**config.mk**
```make
export PLATFORM = sky130hd
export DESIGN_NAME = clkgen_i2c_host
export DESIGN_NICKNAME = d
export VERILOG_FILES = /design/src/clkgen_i2c_pkg.sv /design/src/clkgen_i2c_host.sv /design/src/clkgen_i2c_sync.sv
export SDC_FILE = /design/constraint.sdc
export NUM_CORES = 1
export LEC_CHECK = 0
export ABC_AREA = 1
export BUFFER_PORTS_ARGS = -buffer_cell sky130_fd_sc_hd__buf_4
export CAP_MARGIN = 20
export CELL_PAD_IN_SITES_DETAIL_PLACEMENT = 0
export CELL_PAD_IN_SITES_GLOBAL_PLACEMENT = 1
export CORE_MARGIN = 1.5
export CORE_UTILIZATION = 23
export CTS_BUF_LIST = sky130_fd_sc_hd__clkbuf_16
export DETAILED_ROUTE_END_ITERATION = 6
export GPL_ROUTABILITY_DRIVEN = 1
export HOLD_SLACK_MARGIN = 0.05
export PLACE_DENSITY = 0.53
export SLEW_MARGIN = 10
export SYNTH_ARGS = -nofsm -noshare
export SYNTH_HDL_FRONTEND = slang
export SYNTH_SLANG_ARGS = --single-unit
```
**constraint.sdc**
```tcl
create_clock -name I_CLK_SYS -period 1.6 [get_ports I_CLK_SYS]
set_input_delay 0.32 -clock I_CLK_SYS [delete_from_list [all_inputs] [get_ports I_CLK_SYS]]
set_output_delay 0.32 -clock I_CLK_SYS [all_outputs]
set_load 0.01 [all_outputs]
```
**src/clkgen_i2c_pkg.sv**
```systemverilog
// package: register map, key values, bus timing and encodings for the configuration bus controller
package clkgen_i2c_pkg;

	// timing
	localparam int CLK_PERIOD_NS = 100;
	localparam int SCL_QUARTER_NS = 2500;
	localparam int SCL_QUARTER_CYC = (SCL_QUARTER_NS + CLK_PERIOD_NS - 1) / CLK_PERIOD_NS;
	localparam int PDN_SETTLE_US = 1000;
	localparam int PDN_SETTLE_CYC = (PDN_SETTLE_US * 1000 + CLK_PERIOD_NS - 1) / CLK_PERIOD_NS;

	// bus address of the device
	localparam logic [4:0] TADDR_MSB_RST = 5'h19;
	localparam logic [1:0] TADDR_LSB_RST = 2'h0;

	// register offsets
	localparam logic [7:0] REG_TARGET_ADDR = 8'h0a;
	localparam logic [7:0] REG_EE_COUNT = 8'h88;
	localparam logic [7:0] REG_MEM_CTRL = 8'h89;
	localparam logic [7:0] REG_MEM_ADDR_HI = 8'h8b;
	localparam logic [7:0] REG_MEM_ADDR_LO = 8'h8c;
	localparam logic [7:0] REG_SRAM_DATA = 8'h8e;
	localparam logic [7:0] REG_EE_KEY = 8'h90;
	localparam logic [7:0] REG_PAGE_SEL = 8'h91;

	// memory_control_status fields
	localparam int MCS_PROG_BIT = 0;
	localparam int MCS_BUSY_BIT = 2;
	localparam int MCS_FAIL_BIT = 5;
	localparam int MCS_PAGE_BIT = 6;
	localparam logic [7:0] MCS_PROG_CMD = 8'h01 << MCS_PROG_BIT;
	localparam logic [7:0] MCS_PAGE_CMD = 8'h01 << MCS_PAGE_BIT;

	// key values and page range
	localparam logic [7:0] EE_UNLOCK_KEY = 8'hea;
	localparam logic [7:0] EE_LOCK_KEY = 8'h00;
	localparam logic [3:0] SRAM_PAGE_MAX = 4'h5;

	typedef enum logic [1:0] {
		OP_WRITE = 2'h0,
		OP_READ = 2'h1,
		OP_PAGE = 2'h2,
		OP_PROG = 2'h3
	} op_t;

	typedef enum logic [6:0] {
		ST_PWRUP = 7'h01,
		ST_IDLE = 7'h02,
		ST_START = 7'h04,
		ST_BIT = 7'h08,
		ST_LOAD = 7'h10,
		ST_STOP = 7'h20,
		ST_NEXT = 7'h40
	} state_t;

	typedef enum logic [4:0] {
		K_ADDRW = 5'h01,
		K_REG = 5'h02,
		K_WDATA = 5'h04,
		K_ADDRR = 5'h08,
		K_RDATA = 5'h10
	} kind_t;

endpackage : clkgen_i2c_pkg

```
**src/clkgen_i2c_host.sv**
```systemverilog
// controller of the clock generator configuration bus: command port, bit engine, memory sequences
`timescale 1ns/100ps
// Operation
// - no bus traffic before power-down pin high
// - first transaction after power-up is dummy
// - data changes only while clock low
// - start and stop made while clock high
// - bytes are eight bits, MSB first
// - ninth clock carries acknowledge or not-acknowledge
// - last read byte not-acknowledged, then stop
// - block write: address, index, data, stop
// - block read uses repeated start, then stop
// - image needs base plus one page
// - page select then control bit six copies
// - direct SRAM write within one transaction
// - avoid back-to-back address-low accesses
// - failure flag locks device until success
module clkgen_i2c_host
	import clkgen_i2c_pkg::*;
#(
	parameter int PDN_WAIT_CYC = PDN_SETTLE_CYC,
	parameter logic [4:0] TADDR_MSB = TADDR_MSB_RST,
	parameter logic [1:0] TADDR_LSB = TADDR_LSB_RST
) (
	// clock and reset
	input wire logic I_CLK_SYS,
	input wire logic I_SYS_RST,
	// command port
	input wire logic I_CMD_VALID,
	input wire logic [1:0] I_CMD_OP,
	input wire logic [7:0] I_CMD_REG,
	input wire logic [7:0] I_CMD_LEN,
	input wire logic [3:0] I_CMD_PAGE,
	output logic O_CMD_READY,
	output logic O_CMD_REFUSED,
	output logic O_DONE,
	output logic O_ACK_ERR,
	output logic O_EE_FAIL,
	// write data stream
	input wire logic I_WR_VALID,
	input wire logic [7:0] I_WR_DATA,
	output logic O_WR_READY,
	// read data stream
	output logic O_RD_VALID,
	output logic [7:0] O_RD_DATA,
	// device pins
	output logic O_POWER_DOWN_PIN,
	input wire logic I_SCL,
	output logic O_SCL_OUT,
	output logic O_SCL_OE,
	input wire logic I_SDA,
	output logic O_SDA_OUT,
	output logic O_SDA_OE
);
	localparam int QW = $clog2(SCL_QUARTER_CYC + 1);
	localparam int PW = $clog2(PDN_WAIT_CYC + 1);

	state_t st;
	kind_t kind;
	op_t op;
	logic [1:0] pin_s;
	logic scl_s;
	logic sda_s;
	logic scl_low;
	logic sda_low;
	logic [1:0] ph;
	logic [QW-1:0] qcnt;
	logic [PW-1:0] pcnt;
	logic hold;
	logic tick;
	logic [3:0] bitn;
	logic [7:0] shift;
	logic [7:0] remain;
	logic [7:0] cmd_reg;
	logic [7:0] cmd_len;
	logic [7:0] poll_val;
	logic [3:0] page;
	logic [1:0] step;
	logic primed;
	logic dummy;
	logic rep;
	logic nack;
	logic page_done;
	logic last_low;
	logic user_op;
	logic rx_kind;
	logic tx_bit_low;
	logic refuse;
	logic accept;
	logic rd_done;
	logic poll_again;
	logic finish;
	logic [17:0] cur;
	logic cur_rd;
	logic cur_last;
	logic [7:0] cur_reg;
	logic [7:0] cur_data;

	// one bus transaction per step: {read, last step, register, write data}
	function automatic logic [17:0] step_fn(input op_t o, input logic [1:0] s, input logic [7:0] r,
		input logic [3:0] pg);
		logic [17:0] v;
		v = {2'b01, r, 8'h00};
		case (o)
			OP_READ: v = {2'b11, r, 8'h00};
			OP_PAGE: begin
				if (s == 2'h0)
					v = {2'b00, REG_PAGE_SEL, {4'h0, pg}};
				else
					v = {2'b01, REG_MEM_CTRL, MCS_PAGE_CMD};
			end
			OP_PROG: begin
				case (s)
					2'h0: v = {2'b00, REG_EE_KEY, EE_UNLOCK_KEY};
					2'h1: v = {2'b00, REG_MEM_CTRL, MCS_PROG_CMD};
					2'h2: v = {2'b10, REG_MEM_CTRL, 8'h00};
					default: v = {2'b01, REG_EE_KEY, EE_LOCK_KEY};
				endcase
			end
			default: v = {2'b01, r, 8'h00};
		endcase
		return v;
	endfunction : step_fn

	clkgen_i2c_sync #(
		.W(2),
		.RST_VAL(2'h3)
	) u_pin_sync (
		.i_clk(I_CLK_SYS),
		.i_rst(I_SYS_RST),
		.i_async({I_SCL, I_SDA}),
		.o_sync(pin_s)
	);
	assign scl_s = pin_s[1];
	assign sda_s = pin_s[0];

	assign cur = step_fn(op, step, cmd_reg, page);
	assign cur_rd = cur[17];
	assign cur_last = cur[16];
	assign cur_reg = cur[15:8];
	assign cur_data = cur[7:0];
	assign user_op = (op == OP_WRITE) || (op == OP_READ);
	assign rx_kind = (kind == K_RDATA);
	// ninth bit: ack every read byte but the last, release for written bytes
	assign tx_bit_low = (bitn == 4'h8) ? (rx_kind && remain != 8'h00) : (!rx_kind && !shift[7]);
	assign poll_again = (op == OP_PROG) && (step == 2'h2) && poll_val[MCS_BUSY_BIT];
	assign finish = (st == ST_NEXT) && !dummy && (nack || (cur_last && !poll_again));
	assign rd_done = (st == ST_BIT) && tick && (ph == 2'h3) && (bitn == 4'h8) && rx_kind;
	assign accept = (st == ST_IDLE) && I_CMD_VALID && !refuse;

	always_comb begin
		refuse = 1'b0;
		if ((I_CMD_OP == OP_WRITE || I_CMD_OP == OP_READ) && I_CMD_LEN == 8'h00) begin
			refuse = 1'b1;
		end else if (I_CMD_OP == OP_PAGE && I_CMD_PAGE > SRAM_PAGE_MAX) begin
			refuse = 1'b1;
		end else if (I_CMD_OP == OP_PROG && !page_done) begin
			refuse = 1'b1;
		end else if (I_CMD_OP != OP_PROG && O_EE_FAIL) begin
			refuse = 1'b1;
		end else if (I_CMD_OP != OP_PAGE && I_CMD_OP != OP_PROG && I_CMD_REG == REG_MEM_ADDR_LO && last_low) begin
			refuse = 1'b1;
		end
	end

	// power the device up, then keep the bus quiet while it settles
	always_ff @(posedge I_CLK_SYS) begin
		if (I_SYS_RST) begin
			O_POWER_DOWN_PIN <= 1'b0;
			pcnt <= PW'(PDN_WAIT_CYC);
		end else begin
			O_POWER_DOWN_PIN <= 1'b1;
			if (pcnt != '0)
				pcnt <= pcnt - 1'b1;
		end
	end

	// quarter-bit timer; a target holding the clock low stretches the low phase
	assign hold = !scl_low && !scl_s && (st == ST_BIT || st == ST_START || st == ST_STOP);
	assign tick = (qcnt == '0) && !hold;
	always_ff @(posedge I_CLK_SYS) begin
		if (I_SYS_RST || st == ST_IDLE || st == ST_LOAD || st == ST_PWRUP) begin
			qcnt <= QW'(SCL_QUARTER_CYC - 1);
		end else if (tick) begin
			qcnt <= QW'(SCL_QUARTER_CYC - 1);
		end else if (!hold) begin
			qcnt <= qcnt - 1'b1;
		end
	end

	// transaction engine
	always_ff @(posedge I_CLK_SYS) begin
		if (I_SYS_RST) begin
			st <= ST_PWRUP;
			ph <= 2'h0;
			bitn <= 4'h0;
			kind <= K_ADDRW;
			shift <= 8'h00;
			remain <= 8'h00;
			op <= OP_WRITE;
			step <= 2'h0;
			cmd_reg <= 8'h00;
			cmd_len <= 8'h00;
			page <= 4'h0;
			primed <= 1'b0;
			dummy <= 1'b0;
			rep <= 1'b0;
			nack <= 1'b0;
			scl_low <= 1'b0;
			sda_low <= 1'b0;
		end else begin
			case (st)
				ST_PWRUP: begin
					if (pcnt == '0)
						st <= ST_IDLE;
				end
				ST_IDLE: begin
					ph <= 2'h0;
					if (accept) begin
						op <= op_t'(I_CMD_OP);
						cmd_reg <= I_CMD_REG;
						cmd_len <= I_CMD_LEN;
						page <= I_CMD_PAGE;
						step <= 2'h0;
						dummy <= !primed;
						rep <= 1'b0;
						nack <= 1'b0;
						st <= ST_START;
					end
				end
				ST_START: if (tick) begin
					ph <= ph + 2'h1;
					case (ph)
						2'h0: sda_low <= 1'b0;
						2'h1: scl_low <= 1'b0;
						2'h2: sda_low <= 1'b1;
						default: begin
							scl_low <= 1'b1;
							shift <= {TADDR_MSB, TADDR_LSB, rep};
							kind <= rep ? K_ADDRR : K_ADDRW;
							bitn <= 4'h0;
							st <= ST_BIT;
						end
					endcase
				end
				ST_BIT: if (tick) begin
					ph <= ph + 2'h1;
					case (ph)
						2'h0: sda_low <= tx_bit_low;
						2'h1: scl_low <= 1'b0;
						2'h3: begin
							scl_low <= 1'b1;
							if (bitn != 4'h8) begin
								shift <= {shift[6:0], sda_s};
								bitn <= bitn + 4'h1;
							end else begin
								bitn <= 4'h0;
								if (dummy) begin
									st <= ST_STOP;
								end else if (!rx_kind && sda_s) begin
									nack <= 1'b1;
									st <= ST_STOP;
								end else begin
									case (kind)
										K_ADDRW: begin
											kind <= K_REG;
											shift <= cur_reg;
										end
										K_REG: begin
											remain <= user_op ? cmd_len - 8'h01 : 8'h00;
											if (cur_rd) begin
												rep <= 1'b1;
												st <= ST_START;
											end else if (user_op) begin
												st <= ST_LOAD;
											end else begin
												kind <= K_WDATA;
												shift <= cur_data;
											end
										end
										K_WDATA: begin
											if (remain != 8'h00) begin
												remain <= remain - 8'h01;
												st <= ST_LOAD;
											end else begin
												st <= ST_STOP;
											end
										end
										K_ADDRR: kind <= K_RDATA;
										default: begin
											if (remain != 8'h00)
												remain <= remain - 8'h01;
											else
												st <= ST_STOP;
										end
									endcase
								end
							end
						end
						default: ;
					endcase
				end
				ST_LOAD: begin
					// clock stays low while the source has no byte ready
					if (I_WR_VALID) begin
						shift <= I_WR_DATA;
						kind <= K_WDATA;
						st <= ST_BIT;
					end
				end
				ST_STOP: if (tick) begin
					ph <= ph + 2'h1;
					case (ph)
						2'h0: sda_low <= 1'b1;
						2'h1: scl_low <= 1'b0;
						2'h2: sda_low <= 1'b0;
						default: st <= ST_NEXT;
					endcase
				end
				default: begin
					rep <= 1'b0;
					if (dummy) begin
						dummy <= 1'b0;
						primed <= 1'b1;
						st <= ST_START;
					end else if (nack) begin
						st <= ST_IDLE;
					end else if (poll_again) begin
						st <= ST_START;
					end else if (cur_last) begin
						st <= ST_IDLE;
					end else begin
						step <= step + 2'h1;
						st <= ST_START;
					end
				end
			endcase
		end
	end

	// read data, poll capture and status
	always_ff @(posedge I_CLK_SYS) begin
		if (I_SYS_RST) begin
			O_RD_VALID <= 1'b0;
			O_RD_DATA <= 8'h00;
			poll_val <= 8'h00;
			O_DONE <= 1'b0;
			O_ACK_ERR <= 1'b0;
			O_EE_FAIL <= 1'b0;
			O_CMD_REFUSED <= 1'b0;
			page_done <= 1'b0;
			last_low <= 1'b0;
		end else begin
			O_RD_VALID <= rd_done && user_op;
			if (rd_done && user_op)
				O_RD_DATA <= shift;
			if (rd_done && !user_op)
				poll_val <= shift;
			O_DONE <= finish;
			O_CMD_REFUSED <= (st == ST_IDLE) && I_CMD_VALID && refuse;
			if (finish)
				O_ACK_ERR <= nack;
			if (finish && !nack && op == OP_PAGE)
				page_done <= 1'b1;
			if (finish && !nack && op == OP_PROG)
				O_EE_FAIL <= poll_val[MCS_FAIL_BIT];
			if (accept)
				last_low <= (I_CMD_OP == OP_WRITE || I_CMD_OP == OP_READ) && I_CMD_REG == REG_MEM_ADDR_LO;
		end
	end

	assign O_CMD_READY = (st == ST_IDLE);
	assign O_WR_READY = (st == ST_LOAD);
	// open-drain pins: only ever pull low
	assign O_SCL_OUT = 1'b0;
	assign O_SDA_OUT = 1'b0;
	assign O_SCL_OE = scl_low;
	assign O_SDA_OE = sda_low;

	property p_quiet_before_power;
		@(posedge I_CLK_SYS) disable iff (I_SYS_RST)
		(pcnt != '0) |-> (st == ST_PWRUP) && !scl_low && !sda_low;
	endproperty
	a_quiet_before_power: assert property (p_quiet_before_power) else $error("bus driven before power settle");

	property p_dummy_first;
		@(posedge I_CLK_SYS) disable iff (I_SYS_RST)
		(st == ST_BIT && !primed) |-> dummy && (kind == K_ADDRW);
	endproperty
	a_dummy_first: assert property (p_dummy_first) else $error("first transaction is not a dummy");

	property p_sda_stable_high;
		@(posedge I_CLK_SYS) disable iff (I_SYS_RST)
		(st == ST_BIT && !scl_low) |=> $stable(sda_low);
	endproperty
	a_sda_stable_high: assert property (p_sda_stable_high) else $error("data moved while clock high");

	property p_start_cond;
		@(posedge I_CLK_SYS) disable iff (I_SYS_RST)
		(st == ST_START && $rose(sda_low)) |-> !scl_low ##[1:30] scl_low;
	endproperty
	a_start_cond: assert property (p_start_cond) else $error("start not made with clock high");

	property p_stop_cond;
		@(posedge I_CLK_SYS) disable iff (I_SYS_RST)
		(st == ST_STOP && $fell(sda_low)) |-> !scl_low ##1 (!sda_low && !scl_low);
	endproperty
	a_stop_cond: assert property (p_stop_cond) else $error("stop not made with clock high");

	property p_nine_bits;
		@(posedge I_CLK_SYS) disable iff (I_SYS_RST)
		(st == ST_BIT && tick && ph == 2'h3 && bitn == 4'h8) |=> (bitn == 4'h0);
	endproperty
	a_nine_bits: assert property (p_nine_bits) else $error("byte not closed after ninth bit");

	property p_ack_level;
		@(posedge I_CLK_SYS) disable iff (I_SYS_RST)
		(st == ST_BIT && bitn == 4'h8 && ph == 2'h2) |-> (sda_low == (rx_kind && remain != 8'h00));
	endproperty
	a_ack_level: assert property (p_ack_level) else $error("wrong level on acknowledge bit");

	property p_last_read_stop;
		@(posedge I_CLK_SYS) disable iff (I_SYS_RST)
		(rd_done && remain == 8'h00) |=> (st == ST_STOP) && (ph == 2'h0);
	endproperty
	a_last_read_stop: assert property (p_last_read_stop) else $error("no stop after last read byte");

	property p_load_byte;
		@(posedge I_CLK_SYS) disable iff (I_SYS_RST)
		(st == ST_LOAD && I_WR_VALID) |=> (st == ST_BIT) && (kind == K_WDATA) && (shift == $past(I_WR_DATA));
	endproperty
	a_load_byte: assert property (p_load_byte) else $error("write byte not taken");

	property p_read_out;
		@(posedge I_CLK_SYS) disable iff (I_SYS_RST)
		(rd_done && user_op) |=> O_RD_VALID && (O_RD_DATA == $past(shift)) ##1 !O_RD_VALID;
	endproperty
	a_read_out: assert property (p_read_out) else $error("read byte not delivered");
endmodule : clkgen_i2c_host

```
**src/clkgen_i2c_sync.sv**
```systemverilog
// two-flop synchroniser for pins that arrive from outside the system clock
`timescale 1ns/100ps
module clkgen_i2c_sync #(
	parameter int W = 1,
	parameter logic [W-1:0] RST_VAL = '1
) (
	// clock and reset
	input wire logic i_clk,
	input wire logic i_rst,
	// pins
	input wire logic [W-1:0] i_async,
	output logic [W-1:0] o_sync
);
	logic [W-1:0] meta;

	always_ff @(posedge i_clk) begin
		if (i_rst) begin
			meta <= RST_VAL;
			o_sync <= RST_VAL;
		end else begin
			meta <= i_async;
			o_sync <= meta;
		end
	end
endmodule : clkgen_i2c_sync

```
; ---- After elaboration in Yosys (flattened, before gate mapping)
; Index checks and enable logic that the tools add are counted.
[totals]
wordCells = 304
reg_bits = 109
input_bits = 36
[classes]
eq_ne = 65
bitwise_logic = 7
muxes = 105
add_sub_neg = 7
reduce_logical = 88
n_lt_le_gt_ge = 1
[op_table]
columns = op, n
row1 = one-hot mux 18 bit (3 select lines), 2
row2 = 2-to-1 mux 7 bit, 15
row3 = 2-to-1 mux 8 bit, 12
row4 = 2-to-1 mux 5 bit, 10
row5 = one-hot mux 7 bit (6 select lines), 1
row6 = inequality test 2 bit (second input constant), 17
row7 = one-hot mux 8 bit (2 select lines), 2
row8 = logical AND 1 bit, 31
row9 = one-hot mux 5 bit (3 select lines), 2
row10 = 2-to-1 mux 1 bit, 29
row11 = 2-to-1 mux 4 bit, 6
row12 = one-hot mux 8 bit (3 select lines), 1
row13 = one-hot mux 7 bit (3 select lines), 1
row14 = AND reduction 7 bit, 3
row15 = 2-to-1 mux 17 bit, 1
row16 = inequality test 2 x 1 -> 1 bit (second input constant), 8
row17 = subtractor 8 x 1 -> 8 bit (second input constant), 2
row18 = equality test 2 bit (second input constant), 7
row19 = zero test 14 bit, 1
row20 = nonzero test 14 bit, 1
row21 = subtractor 14 x 1 -> 14 bit (second input constant), 1
row22 = AND reduction 13 bit, 1
row23 = zero test 1 bit, 12
row24 = 2-to-1 mux 2 bit, 6
row25 = other kinds (53), 101

; ---- Longest topological paths before layout
[depth]
word_depth = 13
ltp_mapped = 14
ltp_nobuf = 14

; ---- Hierarchy
; From an unflattened synthesis, not the netlist that was laid out.
[unflattened]
cells_unflattened = 891
hier_area_um2 = 5944.5
[modules_own_cells]
columns = mod, cells_each, n_inst, seq_area_each_um2, area_each_um2
row1 = clkgen_i2c_host, 878, 1, 2021.9, 5828.1
row2 = clkgen_i2c_sync, 13, 1, 80.1, 116.4

; ---- Least setup slack after synthesis
; No wires, ideal clock.
[synth_path]
path_kind = register to register
startpoint = register bitn[0]
endpoint = register shift[7]
path_stages_with_launch = 13
setup_slack_ns = -0.070
required_time_ns = 1.487
arrival_ns = 1.557
path_buffers = 1
cell_sequence = dfxtp_1 -> inv_1 -> ha_1 -> nand2_1 -> nor2_1 -> inv_1 -> nand2_1 -> buf_2 -> inv_1 -> a21oi_1 -> o21ai_0 -> nor2_1 -> nor2_1
[synth_between]
elab_chain_len = 5
elab_cells_between_ends = 11
[synth_lines]
columns = element, line
row1 = "start, declared", clkgen_i2c_host.sv:71  ; logic [3:0] bitn;
row2 = "start signal, assigned", clkgen_i2c_host.sv:255  ; bitn <= bitn + 4'h1;
row3 = inequality test 4 bit *, clkgen_i2c_host.sv:253  ; if (bitn != 4'h8) begin
row4 = 2-to-1 mux 8 bit, clkgen_i2c_host.sv:253
row5 = 2-to-1 mux 8 bit, clkgen_i2c_host.sv:248  ; case (ph)
row6 = 2-to-1 mux 8 bit, clkgen_i2c_host.sv:246  ; ST_BIT: if (tick) begin
row7 = one-hot mux 8 bit (3 select lines), clkgen_i2c_host.sv:212  ; case (st)
row8 = "end signal, assigned", clkgen_i2c_host.sv:239  ; shift <= {TADDR_MSB, TADDR_LSB, rep};
row9 = "end signal, assigned", clkgen_i2c_host.sv:254  ; shift <= {shift[6:0], sda_s};
row10 = "end signal, assigned", clkgen_i2c_host.sv:267  ; shift <= cur_reg;
row11 = "end, declared", clkgen_i2c_host.sv:72  ; logic [7:0] shift;
; Mark *: on every way between the ends. The rest lies on a longest branch, timed or not. The select of a mux whose other input is x is not followed.
; A chain may end at the register's enable or synchronous reset.

; ---- Final worst setup path
[layout_path]
startpoint = register st[6]
endpoint = output port O_CMD_READY
[layout_between]
elab_chain_len = 1
[layout_lines]
columns = element, line
row1 = "start, declared", clkgen_i2c_host.sv:58  ; state_t st;
row2 = "start signal, assigned", clkgen_i2c_host.sv:194  ; st <= ST_PWRUP;
row3 = "start signal, assigned", clkgen_i2c_host.sv:215  ; st <= ST_IDLE;
row4 = "start signal, assigned", clkgen_i2c_host.sv:228  ; st <= ST_START;
row5 = equality test 7 x 2 -> 1 bit, clkgen_i2c_host.sv:372  ; assign O_CMD_READY = (st == ST_IDLE);
row6 = "end, declared", clkgen_i2c_host.sv:34  ; output logic O_CMD_READY,
; No other way between the ends.

==> results.txt <==
Clock root buffer master = sky130_fd_sc_hd__clkbuf_16
Post-layout utilization of the core = 0.377
Overflow left after global routing = 0
Non-filler cells, final = 1465
Total of endpoints with negative setup slack in the final report = 82
Mapped Area = 5990 µm²
Master of the slowest instance on the critical path = sky130_fd_sc_hd__dfxtp_2
Biggest area consumer among synthesized cells = sky130_fd_sc_hd__dfxtp_1
Full die area = 27000 µm²
Power share of the sequential group = 0.321
Worst Setup Slack, final = -0.256 ns
CTS tree = built
Worst Hold End = u_pin_sync.meta[1]
Register-to-register setup slack = -0.21 ns
Max Buffers Root-to-Sink = 2
Count of cells along the worst register-to-register path = 15
Number of input and output port buffers inserted = 53
Async set-reset flop share out of synthesis = 0
Capture instance of the worst register-to-register path = remain[2]
Share of total power in combinational logic = 0.453
Global-route wire length before repair = 33200 µm
Most used flip-flop cell after synthesis = sky130_fd_sc_hd__dfxtp_1
Initial standard-cell utilization of the core = 0.236
Drt pass-1 iters = 4
Number of unique standard cell types used by synthesis = 45
Reported net switching power = 3.93 mW
Library cell with the highest instance count after synthesis = sky130_fd_sc_hd__nand2_1
R2r startpoint = st[6]
Stage delay of the slowest cell on the critical path = 0.33 ns
Post-DP HPWL = 14800 µm
Clk network pwr share = 0.226
DR vias = 6394
Crit path top cell by count = sky130_fd_sc_hd__buf_6
Gp weighted congestion = 0.797
DR WL/cell = 14.3 µm
Final Cycle Share = 1.16
Number of hold violations in the final report = 0
Fillers = 2657
Violated checks = setup timing
Chip Height = 164 µm
Leak pwr = 4.38 nW
Number of slew-limit violations in the final report = 0
Post-Route Setup TNS = -11.59 ns
Maximum frequency from static timing analysis = 539 MHz
Worst clock skew = 0.0131 ns
Hold Path Depth = 2
Drt first-iter violations = 306
Count of flip-flops with a built-in enable after synthesis = 0
Total buffers and inverters traversed by the critical path = 5
Via count of the first global-routing pass = 6334
Worst min-delay path category = input port to flop
Cell area after layout = 9550 µm²
Unrepaired setup endpoints after global routing = yes
Antenna cells = 0
Initial antenna violation count = 0
Total routing resource utilization after global routing = 0.158
Number of hold-repair buffers added at the cts stage = 0
Sequential cell area fraction in the yosys report = 0.351
Internal Pwr Total = 6.21 mW
Clock-pin slew reported for the worst setup and hold paths after clock tree synthesis = 0.08 ns
Worst Path Max Fanout = 4
Cells along the critical path = inv_2, nand2_4, nor2_4, nand2_4, buf_6, clkinvlp_4, buf_6, buf_6
Placement row count = 58
Critical Path End Type = output port
# clock sinks = 105
Number of I/O pins = 56
CP top delay family = buffers and inverters
Mean cell area of the mapped netlist = 6.67 µm²
Clock buffer count from CTS = 9
Number of flip-flops under the largest register name = 14
# DRC = 0
Post-synthesis register bit count = 105
Largest voltage drop on the vdd net = 0.568 mV
Number of nets in the finished design = 1184
Ranking of synthesized cells by area = sky130_fd_sc_hd__dfxtp_1 (35%), sky130_fd_sc_hd__nand2_1 (11%), sky130_fd_sc_hd__nor2_1 (8.9%)
Area growth from synthesis to layout = 59.5%
Result of the run = complete, but fails checks
Syn. warnings = 0
Largest net degree at the start of global routing = 38
Crit path arrival time = 1.54 ns
Hold Path Origin = I_SCL
Die span in x = 164 µm
Nature of the critical path startpoint = flop
Commonest cells in the synthesized netlist = sky130_fd_sc_hd__nand2_1 (172), sky130_fd_sc_hd__nor2_1 (142), sky130_fd_sc_hd__inv_1 (112)
Max Cap Violations = 0
Total core area = 25300 µm²
Gate count of the mapped netlist = 898
Largest register by flop count = pcnt
Min Tclk post-route = 1.86 ns
Worst Path Required = 1.28 ns
Share of total power consumed by net switching = 0.387
Clock insertion delay at the later pin of the skew report = 0.36 ns
Placed Area = 7870 µm²
Detailed-route wire length = 20900 µm
Worst setup path category = flop to output port
Fraction of layout instances using a drive strength above 1 = 0.448
Top cell type's share of synthesized area = 0.351
Average vias per placed instance = 4.36
Placed insts = 1408
Level count of the clock H-tree = 3
Count of nets left with antenna violations after detail routing = 0
PD cells = 1060 nW/µm²
==> per-stage QoR <==
stage | setup slack [ns] | power, mW | hold slack [ns]
6_report | -0.256 | 10.1 | 0.147
5_1_grt | -0.336 | 10.9 | 0.143
4_1_cts | -0.235 | 9.62 | 0.133
3_5_place_dp | -0.407 | 6.67 | 0.395
3_3_place_gp | -0.386 | 6.70 | 0.397
2_1_floorplan | -0.00438 | 5.23 | 0.389
==> cells in the final DEF (no fill, tap or decap), types with 6 or more instances in the layout <==
cell type / count
sky130_fd_sc_hd__buf_4: 219
sky130_fd_sc_hd__nand2_1: 138
sky130_fd_sc_hd__nor2_1: 105
sky130_fd_sc_hd__inv_1: 93
sky130_fd_sc_hd__dfxtp_1: 92
sky130_fd_sc_hd__a21oi_1: 36
sky130_fd_sc_hd__nand3_1: 35
sky130_fd_sc_hd__a21oi_2: 28
sky130_fd_sc_hd__nand2_2: 27
sky130_fd_sc_hd__nor2_2: 27
sky130_fd_sc_hd__inv_2: 25
sky130_fd_sc_hd__o21ai_2: 25
sky130_fd_sc_hd__nor2_4: 23
sky130_fd_sc_hd__o21ai_0: 22
sky130_fd_sc_hd__buf_6: 19
sky130_fd_sc_hd__nand2_4: 17
sky130_fd_sc_hd__nor3_1: 16
sky130_fd_sc_hd__o21ai_1: 16
sky130_fd_sc_hd__ha_1: 13
sky130_fd_sc_hd__clkbuf_16: 12
sky130_fd_sc_hd__xor2_1: 11
sky130_fd_sc_hd__nand3_2: 10
sky130_fd_sc_hd__nand4_1: 9
sky130_fd_sc_hd__dfxtp_2: 9
sky130_fd_sc_hd__nand3_4: 8
sky130_fd_sc_hd__nor3_2: 8
sky130_fd_sc_hd__o211ai_1: 7
sky130_fd_sc_hd__o21ai_4: 6
sky130_fd_sc_hd__o21bai_1: 6
sky130_fd_sc_hd__or2_2: 6
==> how the worst max path moves through the flow <==
stage / startpoint / endpoint / slack [ns] / cells after the start
floorplan: bitn[0] / shift[7] / -0.004 / 12
global placement: step[0] / O_EE_FAIL / -0.39 / 11
detailed placement: step[0] / O_EE_FAIL / -0.41 / 11
CTS: st[6] / O_CMD_READY / -0.24 / 8
global route: st[5] / O_CMD_READY / -0.34 / 8
finish: st[6] / O_CMD_READY / -0.26 / 8
==> cell type report <==
cell class | instances | area [µm²] | share of cell area
multi-input combinational | 643 | 4170 | 0.437
sequential | 105 | 2130 | 0.223
timing repair buffer | 249 | 2080 | 0.218
inverter | 122 | 469 | 0.0491
tap | 330 | 413 | 0.0432
clock buffer | 9 | 225 | 0.0236
clock inverter | 7 | 62.6 | 0.00655
==> repair_timing <==
item                       4_1_cts  5_1_grt
gates resized for setup        144      184
gates cloned                     3        6
setup endpoints to repair       95       94
setup buffers                   24       10
pin swaps                       31       65
==> power groups by stage <==
| stage | registers, mW | clock network (mW) | logic, mW |
|---|---|---|---|
| floorplan | 3.15 | 0 | 2.07 |
| global route | 3.29 | 2.48 | 5.09 |
| CTS | 3.21 | 2.39 | 4.02 |
| finish | 3.25 | 2.30 | 4.59 |
| detailed placement | 3.22 | 0 | 3.45 |
| global placement | 3.23 | 0 | 3.48 |
==> cells by family (layout without fill, tap and decap cells) <==
| kind of cell | after synthesis | after routing | synth area share |
|---|---|---|---|
| adder cells (fa/ha/maj) | 18 | 18 | 0.0376 |
| other | 1 | 2 | 0.000626 |
| XOR/XNOR | 13 | 13 | 0.0190 |
| buffers and inverters | 154 | 387 | 0.105 |
| AO/OA/AOI/OAI | 167 | 167 | 0.158 |
| AND/OR/NAND/NOR | 440 | 443 | 0.329 |
| flip-flops | 105 | 105 | 0.351 |
==> layer usage <==
metal | GRT usage | vias up | share of wire
met4 | 0.0355 | 0 | 0.0085
li1 | - | 3351 | -
met2 | 0.266 | 61 | 0.47
met3 | 0.0220 | 12 | 0.026
met1 | 0.213 | 2970 | 0.49
met5 | 0 | - | 0
Power figures use the tool's default switching activity.
